[src/verilog/hspc_pkg.sv]
// constants and register map of the high speed up/down counter block
package hspc_pkg;
    // counter geometry
    localparam int NUM_CH = 4;
    localparam int CNT_W = 32;
    localparam int ADDR_W = 8;
    // per channel register window: channel index in addr[6:5], register in addr[4:2]
    localparam int CH_SEL_LSB = 5;
    localparam int REG_SEL_LSB = 2;
    localparam logic [2:0] REG_CTRL = 3'h0;
    localparam logic [2:0] REG_START = 3'h1;
    localparam logic [2:0] REG_UPPER = 3'h2;
    localparam logic [2:0] REG_LOWER = 3'h3;
    localparam logic [2:0] REG_ACTUAL = 3'h4;
    localparam logic [2:0] REG_FLAGS = 3'h5;
    // global registers, addr[7] set
    localparam logic [7:0] OFF_IRQ_STATUS = 8'h80;
    localparam logic [7:0] OFF_IRQ_MASK = 8'h84;
    localparam int GLOBAL_BIT = 7;
    // control register fields
    localparam int CTRL_ENABLE = 0;
    localparam int CTRL_RELEASE = 1;
    localparam int CTRL_DOWN = 2;
    localparam int CTRL_PRESET = 3;
    localparam int CTRL_CLEAR = 4;
    localparam int CTRL_W = 5;
    // flags register fields
    localparam int FLAG_UPPER = 0;
    localparam int FLAG_LOWER = 1;
    localparam int FLAG_ZERO = 2;
    // interrupt layout: three events per channel, channel n at bits 3n+2..3n
    localparam int EV_PER_CH = 3;
    localparam int EV_CARRY = 0;
    localparam int EV_UPPER = 1;
    localparam int EV_LOWER = 2;
    localparam int IRQ_W = NUM_CH * EV_PER_CH;
    // reset values
    localparam logic [CTRL_W-1:0] CTRL_RST = 5'h00;
    localparam logic [31:0] WORD_RST = 32'h0000_0000;
endpackage

[src/verilog/hspc_ch_if.sv]
// link between the register file and one counter channel
`timescale 1ns/10ps
interface hspc_ch_if #(parameter int WIDTH = 32);
    logic enable;
    logic releaseByEnable;
    logic countDown;
    logic presetLoad;
    logic countClear;
    logic [WIDTH-1:0] startValue;
    logic [WIDTH-1:0] upperThreshold;
    logic [WIDTH-1:0] lowerThreshold;
    logic [WIDTH-1:0] actualValue;
    logic upperFlag;
    logic lowerFlag;
    logic zeroFlag;
    logic rangeCarry;

    modport ctrl (
        output enable, releaseByEnable, countDown, presetLoad, countClear,
        output startValue, upperThreshold, lowerThreshold,
        input actualValue, upperFlag, lowerFlag, zeroFlag, rangeCarry
    );
    modport chan (
        input enable, releaseByEnable, countDown, presetLoad, countClear,
        input startValue, upperThreshold, lowerThreshold,
        output actualValue, upperFlag, lowerFlag, zeroFlag, rangeCarry
    );
endinterface

[src/verilog/hspc_channel.sv]
// one fast pulse counter channel with thresholds and range carry
`timescale 1ns/10ps
module hspc_channel #(
    parameter int WIDTH = 32
) (
    input wire logic mclk, // system clock
    input wire logic rst_n, // synchronous reset, active low
    input wire logic counterInput, // pulse input of this channel
    hspc_ch_if.chan cfg // control in, results out
);
    typedef struct packed {
        logic prevIn;
        logic prevPreset;
        logic [WIDTH-1:0] actual;
        logic upper;
        logic lower;
        logic zero;
        logic carry;
    } hspc_chst_t;

    hspc_chst_t s_q, s_d;
    logic active;
    logic pulse;
    logic [WIDTH:0] stepped;
    logic outOfRange;

    initial
    begin
        if (WIDTH < 2)
            $error("hspc_channel: WIDTH must be at least 2");
    end

    // next state: clear beats preset, preset beats counting
    always_comb
    begin
        s_d = s_q;
        s_d.prevIn = counterInput;
        s_d.prevPreset = cfg.presetLoad;
        s_d.carry = 1'b0;
        active = cfg.enable | ~cfg.releaseByEnable;
        pulse = counterInput & ~s_q.prevIn;
        // sign-extended step so both range ends are seen
        if (cfg.countDown)
            stepped = {s_q.actual[WIDTH-1], s_q.actual} - {{WIDTH{1'b0}}, 1'b1};
        else
            stepped = {s_q.actual[WIDTH-1], s_q.actual} + {{WIDTH{1'b0}}, 1'b1};
        outOfRange = stepped[WIDTH] != stepped[WIDTH-1];
        if (cfg.countClear)
            s_d.actual = '0;
        else if (cfg.presetLoad & ~s_q.prevPreset)
            s_d.actual = cfg.startValue;
        else if (pulse & active)
        begin
            if (outOfRange)
                s_d.carry = 1'b1;
            else
                s_d.actual = stepped[WIDTH-1:0];
        end
        // flags follow the value they are registered with
        s_d.upper = $signed(s_d.actual) >= $signed(cfg.upperThreshold);
        s_d.lower = $signed(s_d.actual) <= $signed(cfg.lowerThreshold);
        s_d.zero = s_d.actual == '0;
    end

    // single state register
    always_ff @(posedge mclk)
    begin
        if (!rst_n)
            s_q <= '0;
        else
            s_q <= s_d;
    end

    assign cfg.actualValue = s_q.actual;
    assign cfg.upperFlag = s_q.upper;
    assign cfg.lowerFlag = s_q.lower;
    assign cfg.zeroFlag = s_q.zero;
    assign cfg.rangeCarry = s_q.carry;

    AST_CARRY_ONE_CYCLE: assert property (@(posedge mclk) disable iff (!rst_n)
        s_q.carry |=> !s_q.carry || $past(pulse))
        else $error("carry held without a new edge");
    AST_CLEAR_ZERO: assert property (@(posedge mclk) disable iff (!rst_n)
        cfg.countClear |=> s_q.actual == '0)
        else $error("clear did not zero the count");
    AST_HOLD_ON_RANGE: assert property (@(posedge mclk) disable iff (!rst_n)
        s_q.carry |-> s_q.actual == $past(s_q.actual))
        else $error("value moved on out-of-range step");
    // first edge after release still shows the reset flags, so it is skipped
    AST_UPPER_FLAG: assert property (@(posedge mclk) disable iff (!rst_n)
        $past(rst_n) |->
        s_q.upper == ($signed(s_q.actual) >= $signed($past(cfg.upperThreshold))))
        else $error("upper flag wrong");
    AST_LOWER_FLAG: assert property (@(posedge mclk) disable iff (!rst_n)
        $past(rst_n) |->
        s_q.lower == ($signed(s_q.actual) <= $signed($past(cfg.lowerThreshold))))
        else $error("lower flag wrong");
    AST_PRESET: assert property (@(posedge mclk) disable iff (!rst_n)
        (!cfg.countClear && cfg.presetLoad && !s_q.prevPreset)
        |=> s_q.actual == $past(cfg.startValue))
        else $error("preset not loaded");
    AST_GATED: assert property (@(posedge mclk) disable iff (!rst_n)
        (cfg.releaseByEnable && !cfg.enable && !cfg.countClear && !cfg.presetLoad)
        |=> $stable(s_q.actual))
        else $error("count moved while gated off");
    AST_UP_STEP: assert property (@(posedge mclk) disable iff (!rst_n)
        (pulse && active && !cfg.countDown && !outOfRange && !cfg.countClear
        && !(cfg.presetLoad && !s_q.prevPreset)) |=> s_q.actual == $past(s_q.actual) + 1'b1)
        else $error("up count step wrong");
    COV_CARRY: cover property (@(posedge mclk) disable iff (!rst_n) s_q.carry);
    COV_DOWN: cover property (@(posedge mclk) disable iff (!rst_n)
        pulse && active && cfg.countDown);
    COV_PRESET: cover property (@(posedge mclk) disable iff (!rst_n)
        cfg.presetLoad && !s_q.prevPreset);
endmodule

[src/verilog/hspc_top.sv]
// four fast pulse counters with an APB register file and interrupt
//
// Our own choices: the placing of the registers and the APB register port.
`timescale 1ns/10ps
module hspc_top #(
    parameter int NUM_CH = hspc_pkg::NUM_CH,
    parameter int WIDTH = hspc_pkg::CNT_W
) (
    input wire logic mclk, // 250 MHz system clock
    input wire logic rst_n, // synchronous reset, active low
    input wire logic [NUM_CH-1:0] counterInput, // pulse inputs, one per counter
    input wire logic psel, // APB select
    input wire logic penable, // APB access phase
    input wire logic pwrite, // APB direction, 1 = write
    input wire logic [hspc_pkg::ADDR_W-1:0] paddr, // APB byte address
    input wire logic [31:0] pwdata, // APB write data
    output logic [31:0] prdata, // APB read data
    output logic pready, // APB ready
    output logic pslverr, // APB error on unmapped address
    output logic [NUM_CH-1:0] upperFlag, // per counter upper flag
    output logic [NUM_CH-1:0] lowerFlag, // per counter lower flag
    output logic [NUM_CH-1:0] rangeCarry, // per counter carry pulse
    output logic irq // level interrupt
);
    localparam int IRQ_W = NUM_CH * hspc_pkg::EV_PER_CH;

    typedef struct packed {
        logic [NUM_CH-1:0][hspc_pkg::CTRL_W-1:0] ctrl;
        logic [NUM_CH-1:0][WIDTH-1:0] startVal;
        logic [NUM_CH-1:0][WIDTH-1:0] upperThr;
        logic [NUM_CH-1:0][WIDTH-1:0] lowerThr;
        logic [NUM_CH-1:0] upperPrev;
        logic [NUM_CH-1:0] lowerPrev;
        logic [IRQ_W-1:0] irqStat;
        logic [IRQ_W-1:0] irqMask;
        logic [31:0] rdata;
        logic ready;
        logic slverr;
        logic irq;
    } hspc_regs_t;

    hspc_regs_t s_q, s_d;
    logic [NUM_CH-1:0][WIDTH-1:0] actualArr;
    logic [NUM_CH-1:0] zeroArr;
    logic setup;
    logic access;
    logic [IRQ_W-1:0] events;

    initial
    begin
        if (NUM_CH < 1 || NUM_CH > 4)
            $error("hspc_top: NUM_CH must be 1 to 4");
        if (WIDTH < 2 || WIDTH > 32)
            $error("hspc_top: WIDTH must be 2 to 32");
    end

    // channel number field of an address
    function automatic int chOf(input logic [hspc_pkg::ADDR_W-1:0] a);
        return int'(a[6:hspc_pkg::CH_SEL_LSB]);
    endfunction

    // register field of an address
    function automatic logic [2:0] regOf(input logic [hspc_pkg::ADDR_W-1:0] a);
        return a[4:hspc_pkg::REG_SEL_LSB];
    endfunction

    // counter instances, input n wired only to counter n
    generate
        for (genvar i = 0; i < NUM_CH; i++)
        begin : g_ch
            hspc_ch_if #(.WIDTH(WIDTH)) chIf ();
            assign chIf.enable = s_q.ctrl[i][hspc_pkg::CTRL_ENABLE];
            assign chIf.releaseByEnable = s_q.ctrl[i][hspc_pkg::CTRL_RELEASE];
            assign chIf.countDown = s_q.ctrl[i][hspc_pkg::CTRL_DOWN];
            assign chIf.presetLoad = s_q.ctrl[i][hspc_pkg::CTRL_PRESET];
            assign chIf.countClear = s_q.ctrl[i][hspc_pkg::CTRL_CLEAR];
            assign chIf.startValue = s_q.startVal[i];
            assign chIf.upperThreshold = s_q.upperThr[i];
            assign chIf.lowerThreshold = s_q.lowerThr[i];
            assign actualArr[i] = chIf.actualValue;
            assign upperFlag[i] = chIf.upperFlag;
            assign lowerFlag[i] = chIf.lowerFlag;
            assign zeroArr[i] = chIf.zeroFlag;
            assign rangeCarry[i] = chIf.rangeCarry;
            hspc_channel #(.WIDTH(WIDTH)) u_ch (
                .mclk(mclk),
                .rst_n(rst_n),
                .counterInput(counterInput[i]),
                .cfg(chIf)
            );
        end
    endgenerate

    // event vector: carry pulse and rising flags per channel
    always_comb
    begin
        events = '0;
        for (int i = 0; i < NUM_CH; i++)
        begin
            events[i*hspc_pkg::EV_PER_CH + hspc_pkg::EV_CARRY] = rangeCarry[i];
            events[i*hspc_pkg::EV_PER_CH + hspc_pkg::EV_UPPER] =
                upperFlag[i] & ~s_q.upperPrev[i];
            events[i*hspc_pkg::EV_PER_CH + hspc_pkg::EV_LOWER] =
                lowerFlag[i] & ~s_q.lowerPrev[i];
        end
    end

    // bus slave and register file; answer is given in the first access cycle
    always_comb
    begin
        s_d = s_q;
        s_d.ready = 1'b0;
        s_d.slverr = 1'b0;
        s_d.upperPrev = upperFlag;
        s_d.lowerPrev = lowerFlag;
        setup = psel & ~penable;
        access = psel & penable & s_q.ready;
        // read data is latched at setup so prdata comes from a flop
        if (setup)
        begin
            s_d.ready = 1'b1;
            s_d.rdata = hspc_pkg::WORD_RST;
            if (paddr[hspc_pkg::GLOBAL_BIT])
            begin
                if (paddr == hspc_pkg::OFF_IRQ_STATUS)
                    s_d.rdata[IRQ_W-1:0] = s_q.irqStat;
                else if (paddr == hspc_pkg::OFF_IRQ_MASK)
                    s_d.rdata[IRQ_W-1:0] = s_q.irqMask;
                else
                    s_d.slverr = 1'b1;
            end
            else if (chOf(paddr) >= NUM_CH)
                s_d.slverr = 1'b1;
            else
            begin
                unique case (regOf(paddr))
                    hspc_pkg::REG_CTRL:
                        s_d.rdata[hspc_pkg::CTRL_W-1:0] = s_q.ctrl[chOf(paddr)];
                    hspc_pkg::REG_START:
                        s_d.rdata[WIDTH-1:0] = s_q.startVal[chOf(paddr)];
                    hspc_pkg::REG_UPPER:
                        s_d.rdata[WIDTH-1:0] = s_q.upperThr[chOf(paddr)];
                    hspc_pkg::REG_LOWER:
                        s_d.rdata[WIDTH-1:0] = s_q.lowerThr[chOf(paddr)];
                    hspc_pkg::REG_ACTUAL:
                        s_d.rdata[WIDTH-1:0] = actualArr[chOf(paddr)];
                    hspc_pkg::REG_FLAGS:
                    begin
                        s_d.rdata[hspc_pkg::FLAG_UPPER] = upperFlag[chOf(paddr)];
                        s_d.rdata[hspc_pkg::FLAG_LOWER] = lowerFlag[chOf(paddr)];
                        s_d.rdata[hspc_pkg::FLAG_ZERO] = zeroArr[chOf(paddr)];
                    end
                    default:
                        s_d.slverr = 1'b1;
                endcase
            end
        end
        else
        begin
            s_d.slverr = 1'b0;
        end
        // writes land at the access edge; a bad address writes nothing
        if (access && pwrite && !s_q.slverr)
        begin
            if (paddr == hspc_pkg::OFF_IRQ_MASK)
                s_d.irqMask = pwdata[IRQ_W-1:0];
            else if (!paddr[hspc_pkg::GLOBAL_BIT])
            begin
                unique case (regOf(paddr))
                    hspc_pkg::REG_CTRL:
                        s_d.ctrl[chOf(paddr)] = pwdata[hspc_pkg::CTRL_W-1:0];
                    hspc_pkg::REG_START:
                        s_d.startVal[chOf(paddr)] = pwdata[WIDTH-1:0];
                    hspc_pkg::REG_UPPER:
                        s_d.upperThr[chOf(paddr)] = pwdata[WIDTH-1:0];
                    hspc_pkg::REG_LOWER:
                        s_d.lowerThr[chOf(paddr)] = pwdata[WIDTH-1:0];
                    default:
                        s_d.irqMask = s_d.irqMask; // read-only registers
                endcase
            end
        end
        // read clears only what it reported; events after the snapshot stay pending
        if (access && !pwrite && paddr == hspc_pkg::OFF_IRQ_STATUS)
            s_d.irqStat = s_q.irqStat & ~s_q.rdata[IRQ_W-1:0];
        s_d.irqStat = s_d.irqStat | events;
        s_d.irq = |(s_d.irqStat & s_d.irqMask);
    end

    // single state register
    always_ff @(posedge mclk)
    begin
        if (!rst_n)
            s_q <= '0;
        else
            s_q <= s_d;
    end

    assign prdata = s_q.rdata;
    assign pready = s_q.ready;
    assign pslverr = s_q.slverr; // only ever set together with ready
    assign irq = s_q.irq;

    AST_IRQ_LEVEL: assert property (@(posedge mclk) disable iff (!rst_n)
        irq == |(s_q.irqStat & s_q.irqMask))
        else $error("interrupt level mismatch");
    AST_CARRY_STICKY: assert property (@(posedge mclk) disable iff (!rst_n)
        rangeCarry[0] |=> s_q.irqStat[hspc_pkg::EV_CARRY])
        else $error("carry event not recorded");
    AST_READY_AFTER_SETUP: assert property (@(posedge mclk) disable iff (!rst_n)
        (psel && !penable) |=> pready ##1 !pready || (psel && !penable))
        else $error("apb ready timing wrong");
    COV_IRQ: cover property (@(posedge mclk) disable iff (!rst_n) $rose(irq));
    COV_WRITE: cover property (@(posedge mclk) disable iff (!rst_n) access && pwrite);
endmodule

[config.mk]
export PLATFORM = sky130hd
export DESIGN_NAME = hspc_top
export DESIGN_NICKNAME = d
export VERILOG_FILES = /design/src/verilog/hspc_pkg.sv /design/src/verilog/hspc_ch_if.sv /design/src/verilog/hspc_channel.sv /design/src/verilog/hspc_top.sv
export SDC_FILE = /design/constraint.sdc
export NUM_CORES = 2
export LEC_CHECK = 0
export BUFFER_PORTS_ARGS = -buffer_cell sky130_fd_sc_hd__clkbuf_2
export CAP_MARGIN = 10
export CORE_ASPECT_RATIO = 0.9
export CORE_MARGIN = 5
export CORE_UTILIZATION = 59
export CTS_BUF_LIST = sky130_fd_sc_hd__clkbuf_8
export CTS_CLUSTER_SIZE = 12
export DETAILED_ROUTE_END_ITERATION = 12
export GPL_ROUTABILITY_DRIVEN = 1
export PLACE_DENSITY_LB_ADDON = 0.05
export SYNTH_ARGS = -nofsm -noshare
export SYNTH_HDL_FRONTEND = slang
export SYNTH_SLANG_ARGS = --single-unit
[constraint.sdc]
create_clock -name mclk -period 6.5 [get_ports mclk]
set_clock_uncertainty 0.15 [all_clocks]
set_input_delay 0.975 -clock mclk [delete_from_list [all_inputs] [get_ports mclk]]
set_output_delay 0.975 -clock mclk [all_outputs]
set_load 0.005 [all_outputs]
== Yosys cells after proc, flatten, opt, wreduce, memory -nomap -nowiden ==
Index checks and enable logic that the tools add are counted.
W data, S select, Z words.

* Register bits: 623
* Bits of input ports: 49
* Output and inout port bits: 47
* Logic and storage cells: 226

* $add $sub $neg: 8
* Magnitude comparators: 10
* Eq/ne operators: 11
* Multiplexer cells: 63
* Bitwise gates (word level): 59
* Reduce and logical (&&, ||, !) cells: 23

{| class="wikitable"
|+ Operator list
! cell !! count
|-
| $mux W32 || 21
|-
| $bwmux W128 || 3
|-
| $bmux W32 S2 || 4
|-
| $add A32 B2 Y33 const B || 4
|-
| $mux W33 || 4
|-
| $sub A32 B2 Y33 const B || 4
|-
| $ge A32 B32 Y1 || 4
|-
| $le A32 B32 Y1 || 4
|-
| $logic_not A32 Y1 || 4
|-
| $pmux W27 S4 || 1
|-
| $mux W12 || 6
|-
| $demux W32 S2 || 1
|-
| $not A1 Y1 || 28
|-
| $and A12 B12 Y12 || 2
|-
| $and A1 B1 Y1 || 23
|-
| $bwmux W20 || 1
|-
| $mux W20 || 1
|-
| $pmux W3 S6 || 1
|-
| $eq A8 B8 Y1 const B || 2
|-
| $reduce_and A4 Y1 || 4
|-
| $reduce_or A4 Y1 || 4
|-
| $mux W1 || 12
|-
| $not A12 Y12 || 1
|-
| $or A12 B12 Y12 || 1
|-
| other kinds (18) || 34
|}

== Longest topological paths before layout ==
* Word-level depth: 8
* Mapped depth: 27
* Depth with buffers taken out: 24

== Cells and area by module ==
Synthesis repeated with hierarchy kept, for this count alone.

* Cell total of the unflattened synthesis: 5451
* Area, all modules: 43719.4 um^2

{| class="wikitable"
|+ By module, submodules not included
! module !! times used !! cells an instance !! area an instance (um^2)
|-
| hspc_top || 1 || 2434 || 21221.6
|-
| hspc_channel at g_ch[1].u_ch ... || 2 || 758 || 5649.2
|-
| hspc_channel at g_ch[3].u_ch || 1 || 755 || 5637.9
|-
| hspc_channel at g_ch[0].u_ch || 1 || 746 || 5561.6
|}

== Worst setup path before layout ==
OpenSTA, ideal clock, no wires.

* Kind: register to register
* Start: register s_q (netlist bit g_ch[0].chIf.countDown)
* End: register g_ch[0].u_ch.s_q (netlist bit g_ch[0].u_ch.cfg.lowerFlag)
* Arrival time: 6056 ps
* Setup slack: 161 ps
* Stages on the path, launching flop included: 28
* Buffers on the path: 4
* Cells stage by stage: dfxtp_1 -> ha_1 -> buf_6 -> a2111oi_2 -> o21ai_0 -> or3b_1 -> o211ai_2 -> a221o_2 -> xor2_1 -> nand2_1 -> buf_2 -> buf_2 -> clkbuf_1 -> nand2_1 -> a211oi_1 -> ha_1 -> a21o_1 -> a21o_1 -> a21o_1 -> a21oi_1 -> nor2b_1 -> o21ai_0 -> nand2b_1 -> a21oi_1 -> nand2_1 -> a2111oi_0 -> or2_2 -> a31oi_1

{| class="wikitable"
|+ RTL lines
! element !! line !! RTL
|-
| start: declaration || hspc_top.sv:42 || <nowiki>hspc_regs_t s_q, s_d;</nowiki>
|-
| start signal: assignment || hspc_top.sv:194 || <nowiki>s_q <= '0;</nowiki>
|-
| start signal: assignment || hspc_top.sv:196 || <nowiki>s_q <= s_d;</nowiki>
|-
| end signal: assignment || hspc_channel.sv:69 || <nowiki>s_q <= '0;</nowiki>
|-
| end signal: assignment || hspc_channel.sv:71 || <nowiki>s_q <= s_d;</nowiki>
|-
| end: declaration || hspc_channel.sv:21 || <nowiki>hspc_chst_t s_q, s_d;</nowiki>
|}

==> reports/metrics.csv <==
stage;metric;value;unit
grt;GRT Max-Usage Layer;met2;
power;P per Cell Area;183.0;mW/mm^2
worst_setup_path;WP data required;6.91;ns
worst_setup_path;worst r2r path cells;24;
grt;GR met1 Demand/Resource;58.40;%
synthesis;post-synthesis mux area share;8.347;%
timing;count of final setup violators;0;
clock_network;clock sink count;623;
worst_setup_path;Crit path top cell by count;a21oi_1;
timing;fmax;0.1594;GHz
power;total power;8376;uW
clock_network;CTS H-Tree Depth;3;
worst_setup_path;Crit-path slowest cell;mux2i_4;
synthesis;XOR/XNOR Fraction of Synth Area;2.264;%
detailed_routing;Detail Route Antenna Nets;0;
worst_setup_path;CP startpoint kind;flop;
synthesis;syn avg cell area;7.876;um^2
grt;global-route wire length before repair;257.7;mm
detailed_routing;DRT Pass-1 Iters;9;
power;Leakage;0.01868;uW
power;Flop pwr share;47.0;%
synthesis;dominant cells by area after synthesis;dfxtp_1 30%, ha_1 11%, nand2_1 9.3%, a21oi_1 7.9%, mux4_2 7.4%;
place;# port buffers;95;
timing;min cycle time layout;6.275;ns
timing;worst-margin pin slew;1.406;ns
floorplanning;Initial Utilization;59.58;%
synthesis;top cell type by total area after synthesis;dfxtp_1;
grt;vias in the first global route;38506;
place;DP Wirelength;138.7;mm
synthesis;largest family of logic cells by synthesized area;simple AND/OR/NAND/NOR gates;
grt;M2 GR Usage;60.26;%
grt;number of antenna violations at the first check in global routing;19;
synthesis;Adder-Cell Fraction of Synth Area;11.56;%
grt;Overflow after GRT;0;
finish;final design area excluding fillers;0.04576;mm^2
synthesis;most common cell in the netlist;nand2_1;
synthesis;synthesized net count;5745;
worst_setup_path;Setup crit end kind;flop;
grt;met3 Track Usage GR;26.56;%
worst_setup_path;Worst Path Arrival;6.69;ns
power;Internal;5996;uW
finish;synth-to-layout area growth;9.381;%
floorplanning;Core ar.;0.07022;mm^2
hold_path;HP Class;in2reg;
finish;fillcell total;6195;
detailed_routing;Vias per Instance;6.685;
synthesis;Synth Register Bits;623;
detailed_routing;WL/cell;28.35;um
synthesis;ys flop type;dfxtp_1;
power;switching share of power;28.41;%
power;clock share of power;42.3;%
clock_network;cts bufs inserted;102;
clock_network;Worst-path clk slew;0.06;ns
run;max capacitance violation total;0;
detailed_routing;final WL;180.4;mm
synthesis;sequential fraction of the synthesis area;29.81;%
synthesis;count of cell types in the netlist;88;
hold_path;Min-Delay Path Depth;2;
synthesis;synth cell count leaders;1036 x nand2_1, 657 x a21oi_1, 623 x dfxtp_1;
synthesis;EDFF count, synth;0;
detailed_routing;via count;42527;
power;Logic pwr share;10.7;%
synthesis;Yosys warning total;0;
place;DP Area;0.04366;mm^2
synthesis;Synth Instances;5312;
timing;setup TNS;0;ns
timing;final hold vios;0;
clock_network;Root Driver;clkbuf_8;
worst_setup_path;CP cell instances;buf_12 > ha_1 > a21oi_1 > o211ai_1 > a31o_2 > a21o_1 > a311o_1 > a41oi_2 > mux2i_4 > nand2_1 > a311oi_1 > ha_1 > a21o_1 > a21o_1 > a21o_1 > a21oi_1 > nor2b_1 > o21ai_0 > nand2b_1 > a21oi_1 > o21ai_0 > a21oi_1 > xor2_1 > a21oi_1;
clock_network;Max Root-Sink Buffers;3;
worst_setup_path;Crit path depth;24;
grt;GRT Overall Usage;44.69;%
grt;largest net degree at the start of global routing;188;
power;VDD IR-drop max;267.2;uV
status;status;completed;
place;final RePlAce weighted congestion;1.088;
timing;slew margin rel.;5.394;%
floorplanning;die area;0.07635;mm^2
timing;Max Slew Vio Count;0;
floorplanning;Die Height;262.6;um
detailed_routing;Initial DRC Count;6179;
detailed_routing;drt drc;0;
synthesis;Yosys top cell area share;29.81;%
synthesis;Async SR Flop Fraction;0;%
worst_setup_path;Crit path max-delay family;compound AO/OA/AOI/OAI gates;
floorplanning;io pins;96;
finish;share of cells above drive strength 1;12.32;%
clock_network;CTS tree;yes;
synthesis;Post-Synthesis Cell Area;0.04184;mm^2
timing;Final Cycle Share;96.54;%
worst_setup_path;worst-path fanout max;25;
finish;fin nets;5771;
worst_setup_path;CP bufs+invs;1;
worst_setup_path;Worst Setup Path Type;reg2reg;
synthesis;simple-gate area share of the yosys netlist;21.22;%
power;NetSw;2380;uW
clock_network;Clk Latency, worst-skew pair;0.74;ns
worst_setup_path;maximum single-stage delay on the critical path;0.66;ns
floorplanning;# rows;92;
clock_network;total setup buffers inserted after CTS;0;
synthesis;Compound-Gate Fraction of Synth Area;20.19;%
floorplanning;Die Width;290.7;um
## per-stage QoR
| stage | utilization, % | cells | setup WS [ns] | hold slack, ns |
|---|---|---|---|---|
| finish | 65.17 | 6362 | 0.2251 | 0.3153 |
| detailed placement | 62.17 | 6174 | 0.1767 | 0.3171 |
| floorplan | - | 5312 | 0.1613 | 0.2910 |
| global placement | 62.17 | 6174 | 0.2650 | 0.3073 |
| global route | 65.14 | 6353 | -0.002172 | 0.2928 |
| CTS | 65.09 | 6352 | 0.1570 | 0.2772 |
## logic make-up (layout without fill, tap and decap cells)
| kind of cell | count (synthesis) | after routing |
|---|---|---|
| simple gates | 1963 | 1963 |
| compound gates | 1378 | 1378 |
| buf+inv | 682 | 782 |
| flops | 623 | 623 |
| fa+ha+maj | 384 | 384 |
| mux | 176 | 176 |
| xor+xnor | 106 | 106 |
| other cells | 0 | 10 |
## cell type report
class                   instances  area (um^2)  share of cell area, %
diodes                         10        25.02                0.05468
clock buffers                 128         1762                  3.850
clock inverters                50        284.0                 0.6206
inverters                     291         1100                  2.403
multi-input cells            4007        26730                  58.41
flip-flops and latches        623        12470                  27.26
well taps                     940         1176                  2.570
repair buffers                313         2212                  4.834
## per-layer routing
metal | wire, um | vias up | share of wire [%]
met1 | 68210 | 20095 | 38
met5 | 159 | - | 0.088
met3 | 33860 | 513 | 19
li1 | - | 18770 | -
met4 | 9351 | 22 | 5.2
met2 | 68810 | 3127 | 38
## power groups by stage
stage,Sequential (uW),Combinational [uW],Clock (uW)
2_1_floorplan,3970,545,0
3_3_place_gp,4010,856,0
6_report,3940,898,3540
4_1_cts,3930,863,3530
3_5_place_dp,4010,859,0
5_1_grt,3930,936,3700
## registers in the layout (all words and copies together), names as in the netlist
name,flops
g_ch.u_ch.cfg.zeroFlag,4
pready,1
prdata,32
g_ch.chIf.enable,4
g_ch.u_ch.cfg.lowerFlag,4
g_ch.chIf.releaseByEnable,4
g_ch.chIf.presetLoad,4
g_ch.u_ch.cfg.upperFlag,4
g_ch.chIf.lowerThreshold,128
g_ch.chIf.upperThreshold,128
g_ch.u_ch.cfg.rangeCarry,4
g_ch.chIf.startValue,128
pslverr,1
g_ch.u_ch.s_q,8
g_ch.u_ch.cfg.actualValue,128
g_ch.chIf.countClear,4
s_q,32
irq,1
g_ch.chIf.countDown,4
## repair_timing
action,in CTS,in global routing
gates resized for setup,0,12
endpoints found under the setup margin,0,6
hold buffers,0,0
## cells in the final DEF, fill, tap and decap left out, drive strengths merged, types with 46 or more instances in the layout
master  count
nor2      293
and2      136
ha        380
a21o      121
clkbuf    221
nand2    1036
a21oi     658
a211oi     59
xnor2      62
a311oi     46
inv       328
buf       220
o21a       51
nand3      91
nor3       68
nand4      84
mux4      138
nand2b     51
a22oi      78
dfxtp     623
o21ai     179
nor2b      61
## path summary, 6_finish.rpt
kind,from,end,slack (ns)
worst max-delay path,g_ch[2].chIf.countDown,g_ch[2].u_ch.cfg.lowerFlag,0.23
worst max register to register,g_ch[2].chIf.countDown,g_ch[2].u_ch.cfg.lowerFlag,0.23
worst min-delay path,counterInput[1],g_ch[1].u_ch.s_q[37],0.32
worst min register to register,g_ch[2].chIf.startValue[10],g_ch[2].chIf.startValue[10],0.32
Note: power is estimated with default switching activity, not from simulation.
